[src/adctc_pkg.sv]
// constants, types and register map of the converter trigger/channel control
package adctc_pkg;
    // ************************************************************
    // register byte offsets on the bus
    // ************************************************************
    localparam logic [7:0] OFF_STATUS = 8'h00;
    localparam logic [7:0] OFF_CTRL = 8'h04;
    localparam logic [7:0] OFF_EVT_STATUS = 8'h08;
    localparam logic [7:0] OFF_EVT_CLEAR = 8'h0C;
    localparam logic [7:0] OFF_EVT_ENABLE = 8'h10;
    localparam logic [7:0] OFF_DATA_BASE = 8'h40;
    localparam logic [7:0] OFF_DATA_LAST = 8'h7C;
    // ************************************************************
    // field positions
    // ************************************************************
    localparam int POS_END_FLAG = 7;
    localparam int POS_IRQ_EN = 6;
    localparam int POS_START = 5;
    localparam int POS_B_SCAN = 4;
    localparam int POS_B_CLK_LO = 3;
    localparam int POS_TRIG = 6;
    localparam int POS_SCAN_EN = 5;
    localparam int POS_SCAN_SIZE = 4;
    localparam int POS_CLK_HI = 3;
    localparam int POS_CLK_LO = 2;
    localparam int POS_B_CHAN_B3 = 2;
    localparam int EVT_END = 0;
    localparam int EVT_BAD_SETTING = 1;
    // ************************************************************
    // reset values, fixed read values and trigger select codes
    // ************************************************************
    localparam logic [7:0] B_CTRL_RESERVED = 8'h33;
    localparam logic B_CLK_HI_RESET = 1'b1;
    localparam logic B_CHAN_B3_RESET = 1'b1;
    localparam logic [1:0] TRIG_OFF = 2'h0;
    localparam logic [1:0] TRIG_TIMER_A = 2'h1;
    localparam logic [1:0] TRIG_TIMER_B = 2'h2;
    localparam logic [1:0] TRIG_PIN = 2'h3;
    // ************************************************************
    // longest conversion time in states, by clock code
    // ************************************************************
    localparam logic [9:0] STATES_530 = 10'h212;
    localparam logic [9:0] STATES_266 = 10'h10A;
    localparam logic [9:0] STATES_134 = 10'h086;
    localparam logic [9:0] STATES_68 = 10'h044;

    typedef enum logic {ST_WAIT, ST_CONV} adctc_state_e;

    typedef struct packed {
        logic start;
        logic [3:0] chan;
        logic [9:0] max_states;
    } adctc_core_req_s;

    typedef struct packed {
        logic done;
        logic [9:0] result;
    } adctc_core_rsp_s;
endpackage : adctc_pkg

[src/adctc.sv]
// converter trigger, channel decode and scan control with APB registers
`timescale 1ns/1ns
module adctc #(
    parameter bit EXT_VARIANT = 1'b1
) (
    input wire logic pclk,
    input wire logic presetn,
    input wire logic psel,
    input wire logic penable,
    input wire logic pwrite,
    input wire logic [7:0] paddr,
    input wire logic [31:0] pwdata,
    output logic [31:0] prdata,
    output logic pready,
    output logic pslverr,
    input wire logic trig_timer_a,
    input wire logic trig_timer_b,
    input wire logic ext_trigger_pin,
    output adctc_pkg::adctc_core_req_s core_req,
    input wire adctc_pkg::adctc_core_rsp_s core_rsp,
    output logic conv_end_irq,
    output logic irq
);
    typedef struct packed {
        logic pready;
        logic pslverr;
        logic [31:0] prdata;
        logic [1:0] trig;
        logic scan_en;
        logic scan_size;
        logic clk_hi;
        logic clk_lo;
        logic end_flag;
        logic irq_en;
        logic start;
        logic [3:0] chan;
        logic [1:0] evt;
        logic [1:0] evt_en;
        logic irq;
        logic conv_end_irq;
        logic [15:0][9:0] data;
        adctc_pkg::adctc_state_e state;
        logic [3:0] cur;
        logic [3:0] first;
        logic [3:0] last;
        adctc_pkg::adctc_core_req_s req;
        logic pin_s1;
        logic pin_s2;
        logic pin_s3;
    } adctc_regs_s;

    adctc_regs_s r;
    adctc_regs_s next_r;

    // ************************************************************
    // channel decode
    // ************************************************************
    logic [3:0] dec_first;
    logic [3:0] dec_last;
    logic dec_ok;
    logic wr_commit;
    logic pin_fall;

    always_comb begin
        dec_first = r.chan;
        dec_last = r.chan;
        dec_ok = 1'b1;
        if (!r.scan_en) begin
            dec_ok = (r.chan[3:2] != 2'b10);
        end else if (!r.scan_size) begin
            dec_first = {r.chan[3:2], 2'b00};
            dec_last = r.chan;
            dec_ok = (r.chan[3:2] != 2'b10);
        end else begin
            dec_first = 4'h0;
            dec_last = {1'b0, r.chan[2:0]};
            dec_ok = !r.chan[3];
        end
    end

    // access phase with pready already high is the completing edge
    assign wr_commit = psel && penable && r.pready && pwrite;
    // only the second and third stages are compared
    assign pin_fall = r.pin_s3 && !r.pin_s2;

    function automatic logic [9:0] max_states(input logic hi, input logic lo);
        logic [9:0] s;
        s = adctc_pkg::STATES_530;
        if (EXT_VARIANT) begin
            case ({hi, lo})
                2'b00: s = adctc_pkg::STATES_530;
                2'b01: s = adctc_pkg::STATES_266;
                2'b10: s = adctc_pkg::STATES_134;
                default: s = adctc_pkg::STATES_68;
            endcase
        end else begin
            case ({hi, lo})
                2'b00: s = adctc_pkg::STATES_530;
                2'b01: s = adctc_pkg::STATES_68;
                2'b10: s = adctc_pkg::STATES_266;
                default: s = adctc_pkg::STATES_134;
            endcase
        end
        return s;
    endfunction : max_states

    function automatic logic [7:0] status_val(input adctc_regs_s q);
        logic [7:0] v;
        v = 8'h00;
        v[adctc_pkg::POS_END_FLAG] = q.end_flag;
        v[adctc_pkg::POS_IRQ_EN] = q.irq_en;
        v[adctc_pkg::POS_START] = q.start;
        if (EXT_VARIANT) begin
            v[3:0] = q.chan;
        end else begin
            v[adctc_pkg::POS_B_SCAN] = q.scan_en;
            v[adctc_pkg::POS_B_CLK_LO] = q.clk_lo;
            v[2:0] = q.chan[2:0];
        end
        return v;
    endfunction : status_val

    function automatic logic [7:0] ctrl_val(input adctc_regs_s q);
        logic [7:0] v;
        v = 8'h00;
        if (!EXT_VARIANT) begin
            v = adctc_pkg::B_CTRL_RESERVED;
            v[adctc_pkg::POS_B_CHAN_B3] = q.chan[3];
        end else begin
            v[adctc_pkg::POS_SCAN_EN] = q.scan_en;
            v[adctc_pkg::POS_SCAN_SIZE] = q.scan_size;
            v[adctc_pkg::POS_CLK_LO] = q.clk_lo;
        end
        v[7:6] = q.trig;
        v[adctc_pkg::POS_CLK_HI] = q.clk_hi;
        return v;
    endfunction : ctrl_val

    // ************************************************************
    // next state
    // ************************************************************
    always_comb begin
        logic [7:0] w;
        logic [1:0] ev;
        logic hw_trig;
        w = pwdata[7:0];
        ev = 2'b00;
        hw_trig = 1'b0;
        next_r = r;
        next_r.req.start = 1'b0;
        next_r.pin_s1 = ext_trigger_pin;
        next_r.pin_s2 = r.pin_s1;
        next_r.pin_s3 = r.pin_s2;
        next_r.req.max_states = max_states(r.clk_hi, r.clk_lo);

        // bus answer: one wait state, then pready for one cycle
        next_r.pready = psel && penable && !r.pready;
        next_r.pslverr = 1'b0;
        if (psel && penable && !r.pready) begin
            next_r.prdata = 32'h0;
            if (paddr[1:0] != 2'b00) begin
                next_r.pslverr = 1'b1;
            end else if (paddr == adctc_pkg::OFF_STATUS) begin
                next_r.prdata[7:0] = status_val(r);
            end else if (paddr == adctc_pkg::OFF_CTRL) begin
                next_r.prdata[7:0] = ctrl_val(r);
            end else if (paddr == adctc_pkg::OFF_EVT_STATUS) begin
                next_r.prdata[1:0] = r.evt;
            end else if (paddr == adctc_pkg::OFF_EVT_CLEAR) begin
                next_r.prdata = 32'h0;
            end else if (paddr == adctc_pkg::OFF_EVT_ENABLE) begin
                next_r.prdata[1:0] = r.evt_en;
            end else if (paddr >= adctc_pkg::OFF_DATA_BASE &&
                         paddr <= adctc_pkg::OFF_DATA_LAST) begin
                next_r.prdata[9:0] = r.data[paddr[5:2]];
            end else begin
                next_r.pslverr = 1'b1;
            end
        end

        // hardware trigger, gated by the select code
        case (r.trig)
            adctc_pkg::TRIG_TIMER_A: hw_trig = trig_timer_a;
            adctc_pkg::TRIG_TIMER_B: hw_trig = trig_timer_b;
            adctc_pkg::TRIG_PIN: hw_trig = pin_fall;
            default: hw_trig = 1'b0;
        endcase
        if (hw_trig) begin
            next_r.start = 1'b1;
        end

        // conversion sequencing
        case (r.state)
            adctc_pkg::ST_WAIT: begin
                if (r.start && !dec_ok) begin
                    // a prohibited code never reaches the core
                    next_r.start = 1'b0;
                    ev[adctc_pkg::EVT_BAD_SETTING] = 1'b1;
                end else if (r.start) begin
                    next_r.first = dec_first;
                    next_r.last = dec_last;
                    next_r.cur = dec_first;
                    next_r.req.chan = dec_first;
                    next_r.req.start = 1'b1;
                    next_r.state = adctc_pkg::ST_CONV;
                end
            end
            adctc_pkg::ST_CONV: begin
                if (!r.start) begin
                    // abort: a late done from the core is dropped
                    next_r.state = adctc_pkg::ST_WAIT;
                end else if (core_rsp.done) begin
                    next_r.data[r.cur] = core_rsp.result;
                    if (r.cur == r.last) begin
                        ev[adctc_pkg::EVT_END] = 1'b1;
                        if (!r.scan_en) begin
                            next_r.start = 1'b0;
                            next_r.state = adctc_pkg::ST_WAIT;
                        end else begin
                            next_r.cur = r.first;
                            next_r.req.chan = r.first;
                            next_r.req.start = 1'b1;
                        end
                    end else begin
                        next_r.cur = r.cur + 4'h1;
                        next_r.req.chan = r.cur + 4'h1;
                        next_r.req.start = 1'b1;
                    end
                end
            end
            default: next_r.state = adctc_pkg::ST_WAIT;
        endcase

        // software writes at the completing edge
        if (wr_commit && paddr == adctc_pkg::OFF_STATUS) begin
            if (!w[adctc_pkg::POS_END_FLAG]) begin
                next_r.end_flag = 1'b0;
            end
            next_r.irq_en = w[adctc_pkg::POS_IRQ_EN];
            next_r.start = w[adctc_pkg::POS_START] || hw_trig;
            if (EXT_VARIANT) begin
                next_r.chan = w[3:0];
            end else begin
                next_r.chan[2:0] = w[2:0];
                next_r.scan_en = w[adctc_pkg::POS_B_SCAN];
                next_r.clk_lo = w[adctc_pkg::POS_B_CLK_LO];
            end
        end
        if (wr_commit && paddr == adctc_pkg::OFF_CTRL) begin
            next_r.trig = w[7:6];
            next_r.clk_hi = w[adctc_pkg::POS_CLK_HI];
            if (EXT_VARIANT) begin
                next_r.scan_en = w[adctc_pkg::POS_SCAN_EN];
                next_r.scan_size = w[adctc_pkg::POS_SCAN_SIZE];
                next_r.clk_lo = w[adctc_pkg::POS_CLK_LO];
            end else begin
                next_r.chan[3] = w[adctc_pkg::POS_B_CHAN_B3];
            end
        end
        if (wr_commit && paddr == adctc_pkg::OFF_EVT_ENABLE) begin
            next_r.evt_en = w[1:0];
        end
        if (wr_commit && paddr == adctc_pkg::OFF_EVT_CLEAR) begin
            next_r.evt = r.evt & ~w[1:0];
        end

        // hardware set wins over a clear in the same cycle
        if (ev[adctc_pkg::EVT_END]) begin
            next_r.end_flag = 1'b1;
        end
        next_r.evt = next_r.evt | ev;
        next_r.irq = |(next_r.evt & next_r.evt_en);
        next_r.conv_end_irq = next_r.end_flag && next_r.irq_en;
    end

    always_ff @(posedge pclk or negedge presetn) begin
        if (!presetn) begin
            r <= '0;
            r.clk_hi <= EXT_VARIANT ? 1'b0 : adctc_pkg::B_CLK_HI_RESET;
            r.chan <= EXT_VARIANT ? 4'h0 : {adctc_pkg::B_CHAN_B3_RESET, 3'h0};
            r.state <= adctc_pkg::ST_WAIT;
        end else begin
            r <= next_r;
        end
    end

    assign prdata = r.prdata;
    assign pready = r.pready;
    assign pslverr = r.pslverr;
    assign core_req = r.req;
    assign conv_end_irq = r.conv_end_irq;
    assign irq = r.irq;
endmodule : adctc

[config.mk]
export PLATFORM = sky130hd
export DESIGN_NAME = adctc
export DESIGN_NICKNAME = d
export VERILOG_FILES = /design/src/adctc_pkg.sv /design/src/adctc.sv
export SDC_FILE = /design/constraint.sdc
export NUM_CORES = 1
export LEC_CHECK = 0
export BUFFER_PORTS_ARGS = -buffer_cell sky130_fd_sc_hd__buf_2
export CAP_MARGIN = 20
export CORE_MARGIN = 1
export CORE_UTILIZATION = 25
export DETAILED_ROUTE_END_ITERATION = 6
export GPL_TIMING_DRIVEN = 0
export MAX_ROUTING_LAYER = met4
export SLEW_MARGIN = 30
export SYNTH_ARGS = -nofsm -noshare
export SYNTH_HDL_FRONTEND = slang
export SYNTH_SLANG_ARGS = --single-unit
[constraint.sdc]
create_clock -name pclk -period 4.3 [get_ports pclk]
set_clock_uncertainty 0.05 [all_clocks]
set_input_delay 0.645 -clock pclk [delete_from_list [all_inputs] [get_ports pclk]]
set_output_delay 0.645 -clock pclk [all_outputs]
set_load 0.02 [all_outputs]
==> impl_results.md, run 1 <==
* M1 GR Usage at 18.2%
* CTS H-tree depth at 1
* Most frequent cells in the layout: dfrtp_1 (217), mux2_2 (164), buf_2 (75)
* Vias in the first global route at 6593
* Slowest cell on the critical path: nor3_1
* Gp weighted congestion at 0.832
* Die Height at 205 um
* Most common cell after layout, fill and taps aside: dfrtp_1
* Setup Crit Path Kind: reg -> reg
* GR met3 Demand/Resource at 1.97%
* Seq. cell area at 0.00543 sq mm
* Element type at the critical path end: flop
* Post-synth EDFFs at 0
* Prevailing post-synth register cell: dfrtp_1
* GRT overflow at 0
* Critical Path Source Type: flop
* Postcts setup bufs at 0
* Tot GR Track Use at 13.0%
* Clk slew on worst S/H paths at 0.06 ns
* RSZ-0062 raised after global routing: no
* Vias per cell at 4.59
* GR Layer Usage met2 at 19.9%
* Synth Instances at 753
* Area delta synth->final at 17.4%
* Reg2reg path depth at 5
* VDD IR max at 0.223 mV
* Yosys warnings at 0
* Routed WL per cell at 18.4 um
* Max-slew headroom at 38.3%
* Slew @ Worst Pin at 0.918 ns
* Clk_lat worst skew at 0.51 ns
* HP Class: in -> async
* Setup violations, final at 0
* Mean Syn Cell Area at 13.7 sq um
* Filler cells at 4159
* CTS Root Buffer Type: clkbuf_16
* Final hold slack at 0.0240 ns
* Leakage at 5.96 nW
* Synth unique cells at 53
* Min Clock Period, post-route at 2.64 ns
* Worst path max stage delay at 0.77 ns
* Post-synthesis cell area at 0.0103 sq mm
* Fin crit share at 61.3%
* Max cap viols at 0
* Async SR Flop Fraction at 100%
* Detailed Route Iter0 Violations at 453
* Top delay family on crit path: simple AND/OR/NAND/NOR gates
* Reg-to-Reg Start: pready
* Post-detail-place hpwl at 18200 um
* CP Max Fanout at 8
* Row cnt at 74
* Worst reg2reg setup slack at 1.66 ns
* Pwr per Cell Area at 345 mW/mm^2
* Longest Clk Path Bufs at 3
* Synthesis-stage register bit count at 217
* RR Endpoint: prdata[2]
* Layout cell share with drive strength beyond 1 at 42.5%
* Final WS setup at 1.66 ns
* Total wire length at 25900 um
* Largest net degree at the start of global routing at 82
* Post-CTS sizing at 0
* Initial Util at 25.3%
* CTS buffer count at 23
* Antenna Cells at 0
* Pre-CTS setup slack at 1.46 ns
* Ports at 110
* Antenna violations before repair at 0
* Buf/Inv on CP at 0
* Core footprint at 0.0407 sq mm
* Slew Limit Fails at 0
* Gr busiest metal: met2
* Die ar. at 0.0420 sq mm
* Vias post-DR at 6464
* CP Cell Sequence: nand3b_1 > nor3_1 > o21ai_0 > or3b_2 > o211ai_1
* Register area share after synthesis at 52.7%
* Port buffer count at 59
* Clk sink count at 217
* # nets final at 925
* CTS tree: done
* CP arrival at 3.01 ns
* Final Hold Fails at 0
* CP Data Required Time at 4.68 ns
* Die width at 205 um
* DRC viols at 0
* Remaining antenna violation count at 0
* Crit path from: pready
* Hold Buf Count CTS at 0
* Status: complete, no violations
* Multi-input gate area at 0.00437 sq mm
* DR pass1 iterations at 7
* Max Clock Freq at 0.379 GHz
* Global-route wire length before repair at 40400 um
cells by family (layout without fill, tap and decap cells):
| family | Yosys count | in the layout | synth area share, % |
|---|---|---|---|
| adders and majority gates | 4 | 4 | 0.486 |
| DFF | 217 | 217 | 52.7 |
| xor gates and xnor gates | 6 | 6 | 0.510 |
| AOI/OAI and AO/OA | 65 | 65 | 4.42 |
| buffers and inverters | 101 | 200 | 5.78 |
| other | 1 | 24 | 0.0364 |
| and+or+nand+nor | 109 | 109 | 5.81 |
| muxes | 250 | 250 | 30.3 |
sequential cells by signal (all words and copies together), names as in the netlist:
| name | cells |
|---|---|
| core_req | 11 |
| prdata | 10 |
| next_r | 2 |
| pslverr | 1 |
| r | 190 |
| pready | 1 |
| conv_end_irq | 1 |
| irq | 1 |
layout make-up:
class	count	area share, %
Sequential cell	217	44.9
Multi-Input combinational cell	458	36.1
Tap cell	532	5.50
Clock buffer	34	5.26
Buffer	86	4.45
Timing Repair Buffer	61	2.98
Inverter	15	0.465
Clock inverter	4	0.403
routing by layer:
metal | part of all wire, % | routed length (um) | vias up
met5 | 0 | 0 | -
met4 | 1.9 | 493 | 0
met3 | 5.1 | 1310 | 34
met2 | 46 | 11800 | 173
met1 | 47 | 12300 | 3388
li1 | - | - | 2869
metrics by stage:
step | utilization [%] | setup TNS, ns | total power, mW | cell area [sq um] | std cells
after floorplan | - | 0 | 2.22 | 10400 | 776
after global placement | 27.9 | -266.84 | 2.34 | 11400 | 1367
after detailed placement | 28.0 | 0 | 2.35 | 11400 | 1369
after CTS | 29.7 | 0 | 4.23 | 12100 | 1407
after global routing | 29.7 | 0 | 4.33 | 12100 | 1407
final | 29.7 | 0 | 4.18 | 12100 | 1407
cells in the mapped netlist (6+ instances only):
cell type / n / area share [%]
dfrtp_1: 217 / 53
mux2_2: 164 / 18
buf_4: 48 / 3.5
mux2i_1: 44 / 4.3
nand2_1: 37 / 1.3
mux4_2: 30 / 6.6
buf_2: 17 / 0.83
clkbuf_1: 17 / 0.62
inv_1: 14 / 0.51
nor2_1: 13 / 0.47
a31oi_1: 12 / 0.73
nand3_1: 12 / 0.58
o21ai_0: 10 / 0.49
a22o_1: 9 / 0.76
and2_1: 8 / 0.49
mux2_1: 6 / 0.66
mux2_4: 6 / 0.87
nand2b_1: 6 / 0.36
report_power, final:
group          total (mW)  switching (mW)  internal (mW)  leakage, nW
Clock                1.88           0.797           1.08        0.335
Combinational       0.244           0.164         0.0799         2.64
Sequential           2.06         0.00740           2.05         2.99
worst max path at each step:
stage                endpoint  depth (start not counted)
global placement        r[51]                          1
floorplan                 irq                          5
global route        prdata[2]                          5
CTS                 prdata[2]                          5
detailed placement  prdata[2]                          6
finish              prdata[2]                          5
Power figures use the tool's default switching activity.
==> run 2, diff against run 1 <==
- clock period: 4.3 -> 2.37 ns (I/O delays scaled with it)
==> run 2 against run 1 <==
Net effect: clock power is 81% higher; via count down 0.28%; highest routed layer unchanged; sequential power up 82%; sequential share of layout area is 0.18 points lower; critical endpoint is now r[41]; critical path type unchanged; worst setup slack worse by 1.6 ns.
==> impl_results.md, run 2 (same netlist as run 1, synthesis figures left out) <==
* Layout cell share with drive strength beyond 1 at 43.2%
* Clk_lat worst skew at 0.51 ns
* Final total power at 7.59 mW
* DR pass1 iterations at 5
* Routed WL per cell at 18.4 um
* VDD IR max at 0.407 mV
* Status: complete, no violations
* Leakage at 5.98 nW
* M1 WL at 12500 um
* Gp weighted congestion at 0.832
* Die ar. at 0.0420 sq mm
* Pwr per Cell Area at 625 mW/mm^2
* HP Class: in -> reg
* Slew @ Worst Pin at 0.725 ns
* Remaining antenna violation count at 0
* Clk sink count at 217
* Postcts setup bufs at 0
* Critical Path Source Type: flop
* DRC viols at 0
* Antenna Cells at 0
* GRT overflow at 0
* Most frequent cells in the layout: dfrtp_1 (217), mux2_2 (164), buf_2 (75)
* Detailed-routed wire length on met3 at 1090 um
* CTS Root Buffer Type: clkbuf_16
* Element type at the critical path end: flop
* CP Max Fanout at 10
* Non-Filler Instances at 1409
* Ports at 110
* Clk slew on worst S/H paths at 0.06 ns
* Area delta synth->final at 17.9%
* CP Data Required Time at 2.72 ns
* Combinational power share at 5.9%
* Flop pwr share at 49.3%
* Die width at 205 um
* Vias per cell at 4.57
* Core footprint at 0.0407 sq mm
* Vias in the first global route at 6602
* Max Clock Freq at 0.430 GHz
* Antenna violations before repair at 0
* Vias post-DR at 6446
* Register bank with the most flops: r
* Total wire length at 26000 um
* Port buffer count at 59
* Post-detail-place hpwl at 18200 um
* Global-route wire length before repair at 40400 um
* Detailed Route Iter0 Violations at 392
* Most common cell after layout, fill and taps aside: dfrtp_1
* Tot GR Track Use at 13.0%
* Row cnt at 74
* Filler cells at 4157
* Longest Clk Path Bufs at 3
* Dpl cells at 1369
* Setup Crit Path Kind: reg -> reg
* CTS tree: done
* Setup violations, final at 0
* Metal2 WL at 11900 um
* Fin crit share at 98.0%
* Largest net degree at the start of global routing at 82
* Min Clock Period, post-route at 2.32 ns
* Sw Ratio at 23.2%
* CP arrival at 2.67 ns
* Int Pwr at 5.83 mW
* CTS H-tree depth at 1
* Max cap viols at 0
* CTS buffer count at 23
* Worst reg2reg setup slack at 0.05 ns
* Largest register FFs at 190
* Uppermost layer routed: met4
* Initial Util at 25.3%
* Max-slew headroom at 51.6%
* Slew Limit Fails at 0
* Clk pwr share at 44.8%
* RSZ-0062 raised after global routing: yes
* Final Hold Fails at 0
* NetSw at 1.76 mW
* Die Height at 205 um
* # nets final at 927
## run 2: changes by cell type in the layout (fill, tap and decap cells not counted), sizes merged
cell | before | now
dlygate4sd3 | 0 | 2
## run 2: power by group through the flow
stage                     Clock (mW)  Sequential [mW]  Combinational, mW
after global placement             0             3.81              0.432
after global routing            3.62             3.74              0.494
after detailed placement           0             3.81              0.449
after floorplan                    0             3.81              0.229
final                           3.40             3.74              0.449
after CTS                       3.48             3.74              0.454
## run 2: final cells by class
class | instances | area [sq um] | area share (%)
clock buffer | 34 | 637 | 5.24
inverter | 15 | 56.3 | 0.463
tap | 532 | 666 | 5.48
multi-input combinational | 458 | 4400 | 36.2
timing repair buffer | 63 | 380 | 3.13
clock inverter | 4 | 48.8 | 0.401
buffer | 86 | 539 | 4.44
sequential | 217 | 5430 | 44.7
## run 2: stage by stage
stage	area [sq um]	util [%]	TNS (ns)	hold slack, ns	setup WS [ns]
finish	12200	29.8	0	0.0390	0.0466
floorplan	10400	-	0	0.00991	0.260
CTS	12100	29.8	-0.495	0.0254	-0.0674
global route	12200	29.8	-5.57	0.0549	-0.113
detailed placement	11400	28.0	-2.59	0.286	-0.200
global placement	11400	27.9	-624.38	0.287	-2.90
## run 2: metal layers
layer / vias up / GRT usage [%]
li1: 2871 / -
met1: 3378 / 18.2
met2: 161 / 19.9
met3: 36 / 1.97
met4: 0 / 2.75
met5: - / -
## run 2: path summary, 6_finish.rpt
kind,from,end,depth (start not counted)
min in group asynchronous,presetn,core_req[14],2
worst min register to register,next_r[1],next_r[0],0
max in group asynchronous,presetn,r[52],3
worst max-delay path,r[30],r[41],5
worst min-delay path,pwdata[6],r[202],3
worst max register to register,r[30],r[41],5
## run 2: worst max-delay path, cell delays in order (launching register included)
cell	delay, ns
dfrtp_1	0.47
nand3_1	0.30
nor3_1	0.45
and2_1	0.20
buf_2	0.35
mux2_2	0.39
## run 2: repair_timing
item / in CTS / in global routing
gates resized for setup: 1 / 7
cloned: 0 / 0
hold buffers: 2 / 0
endpoints found under the hold margin: 64 / 0
endpoints found under the setup margin: 24 / 115
==> run 3, diff against run 2 <==
- PLACE_DENSITY_LB_ADDON: unset -> 0.25
==> run 3 against run 2 <==
Net effect: global-route usage is 0.81 points higher; critical path type unchanged; largest power group is now clock; maximum frequency is 1.7% higher; hold slack worse by 0.0068 ns; register-to-register slack better by 0.04 ns.
==> impl_results.md, run 3 (same netlist as run 1, synthesis figures left out) <==
* Critical Path Source Type: flop
* CP Cell Sequence: nand3_1 > nor3_1 > and2_1 > buf_2 > mux2_2
* Design area at 0.0124 sq mm
* GR met3 Demand/Resource at 1.96%
* Ports at 110
* Vias in the first global route at 6612
* Remaining antenna violation count at 0
* Row cnt at 74
* Core footprint at 0.0407 sq mm
* Min Clock Period, post-route at 2.28 ns
* Pre-CTS setup slack at -0.240 ns
* Max Clock Freq at 0.438 GHz
* Flop pwr share at 44.2%
* # nets final at 929
* Routed WL per cell at 19.2 um
* Largest register FFs at 190
* Pwr per Cell Area at 682 mW/mm^2
* Max-slew headroom at 47.6%
* Clk pwr share at 50.4%
* Leakage at 6.09 nW
* Most common cell after layout, fill and taps aside: dfrtp_1
* Longest Clk Path Bufs at 3
* Vias per cell at 4.51
* Buf/Inv on CP at 1
* Gr busiest metal: met2
* Slew Limit Fails at 0
* Total wire length at 27200 um
* Global-route wire length before repair at 42500 um
* Final Core Density at 30.4%
* Tot GR Track Use at 13.8%
* Final WS setup at 0.0852 ns
* Worst path max stage delay at 0.47 ns
* Placed cell area at 0.0114 sq mm
* Detailed Route Iter0 Violations at 325
* Largest net degree at the start of global routing at 82
* Final Hold Fails at 0
* VDD IR max at 0.437 mV
* DR pass1 iterations at 4
* Die width at 205 um
* Element type at the critical path end: flop
* CTS buffer count at 25
* Max cap viols at 0
* HP Class: in -> reg
* Post-detail-place hpwl at 18900 um
* Fin crit share at 96.4%
* DRC viols at 0
* WP depth at 5
* Hold depth at 3
* Filler cells at 4151
* Slew @ Worst Pin at 0.781 ns
* Postcts setup bufs at 0
* Multi-input gate area at 0.00441 sq mm
* Register bank with the most flops: r
* Sw Ratio at 22.7%
* NetSw at 1.92 mW
* Most frequent cells in the layout: dfrtp_1 (217), mux2_2 (164), buf_2 (75)
* Gp weighted congestion at 0.803
* CP Max Fanout at 10
* Slowest cell on the critical path: dfrtp_1
* Top delay family on crit path: simple AND/OR/NAND/NOR gates
* Seq. cell area at 0.00543 sq mm
* Setup violations, final at 0
* CTS tree: done
* Int Pwr at 6.53 mW
* CTS H-tree depth at 1
* Vias post-DR at 6397
* Port buffer count at 59
* GR Layer Usage met2 at 21.1%
* CP arrival at 2.64 ns
* RSZ-0062 raised after global routing: yes
* Combinational power share at 5.4%
* Status: complete, no violations
* Layout cell share with drive strength beyond 1 at 45.1%
* M1 GR Usage at 19.6%
* Area delta synth->final at 20.3%
* GRT overflow at 0
* Clk sink count at 217
* Die Height at 205 um
* CP Data Required Time at 2.72 ns
* Setup Crit Path Kind: reg -> reg
* Reg2reg path depth at 5
* Antenna violations before repair at 2
* Die ar. at 0.0420 sq mm
* Clk slew on worst S/H paths at 0.06 ns
* Initial Util at 25.3%
* CTS Root Buffer Type: clkbuf_16
* Clk_lat worst skew at 0.52 ns
[run 3: changes by cell type in the layout (fill, tap and decap cells not counted), sizes merged]
cell      previous run  this run
clkinvlp             0         3
diode                0         1
clkbuf              51        46
clkinv               2         7
bufinv               1         6
[run 3: layout make-up]
type	count	area share, %
inverters	15	0.454
plain buffers	86	4.35
well taps	532	5.37
diodes	1	0.0202
flip-flops and latches	217	43.8
multi-input cells	458	35.6
repair buffers	63	3.07
clock buffers	29	5.33
clock inverters	17	2.02
[run 3: repair_timing]
item                                    in CTS  in global routing
hold buffers                                 2                  0
endpoints found under the hold margin       64                  0
endpoints found under the setup margin      45                 92
resized for setup                            1                 13
[run 3: worst paths after layout]
check,from,endpoint,slack (ns)
setup / recovery,r[30],r[66],0.09
hold / removal,pwdata[2],r[199],0.03
setup reg to reg,r[30],r[66],0.09
hold reg to reg,next_r[1],next_r[0],0.30
max in group asynchronous,presetn,r[137],1.11
min in group asynchronous,presetn,r[62],0.32
[run 3: power groups by stage]
stage               clock, mW  sequential (mW)  combinational (mW)
global route             4.53             3.74               0.502
CTS                      4.37             3.74               0.462
detailed placement          0             3.81               0.458
global placement            0             3.81               0.445
floorplan                   0             3.81               0.229
finish                   4.26             3.74               0.453
[run 3: through the flow]
step	power, mW	TNS [ns]	instances	hold WS (ns)
detailed placement	4.27	-6.87	1369	0.285
floorplan	4.04	0	776	0.00991
finish	8.45	0	1418	0.0322
CTS	8.58	-3.20	1417	0.0149
global route	8.77	-0.426	1418	0.0331
global placement	4.25	-678.50	1367	0.288
[run 3: routing by layer]
layer | part of all wire [%] | vias to the layer above
met5 | 0 | -
met4 | 2.0 | 0
met3 | 4.2 | 39
met2 | 45 | 144
met1 | 49 | 3312
li1 | - | 2902
[run 3: worst reg2reg max path, cell delays in order, from the launching register on]
cell,delay [ns]
dfrtp_1,0.47
nand3_1,0.31
nor3_1,0.43
and2_1,0.19
buf_2,0.33
mux2_2,0.38
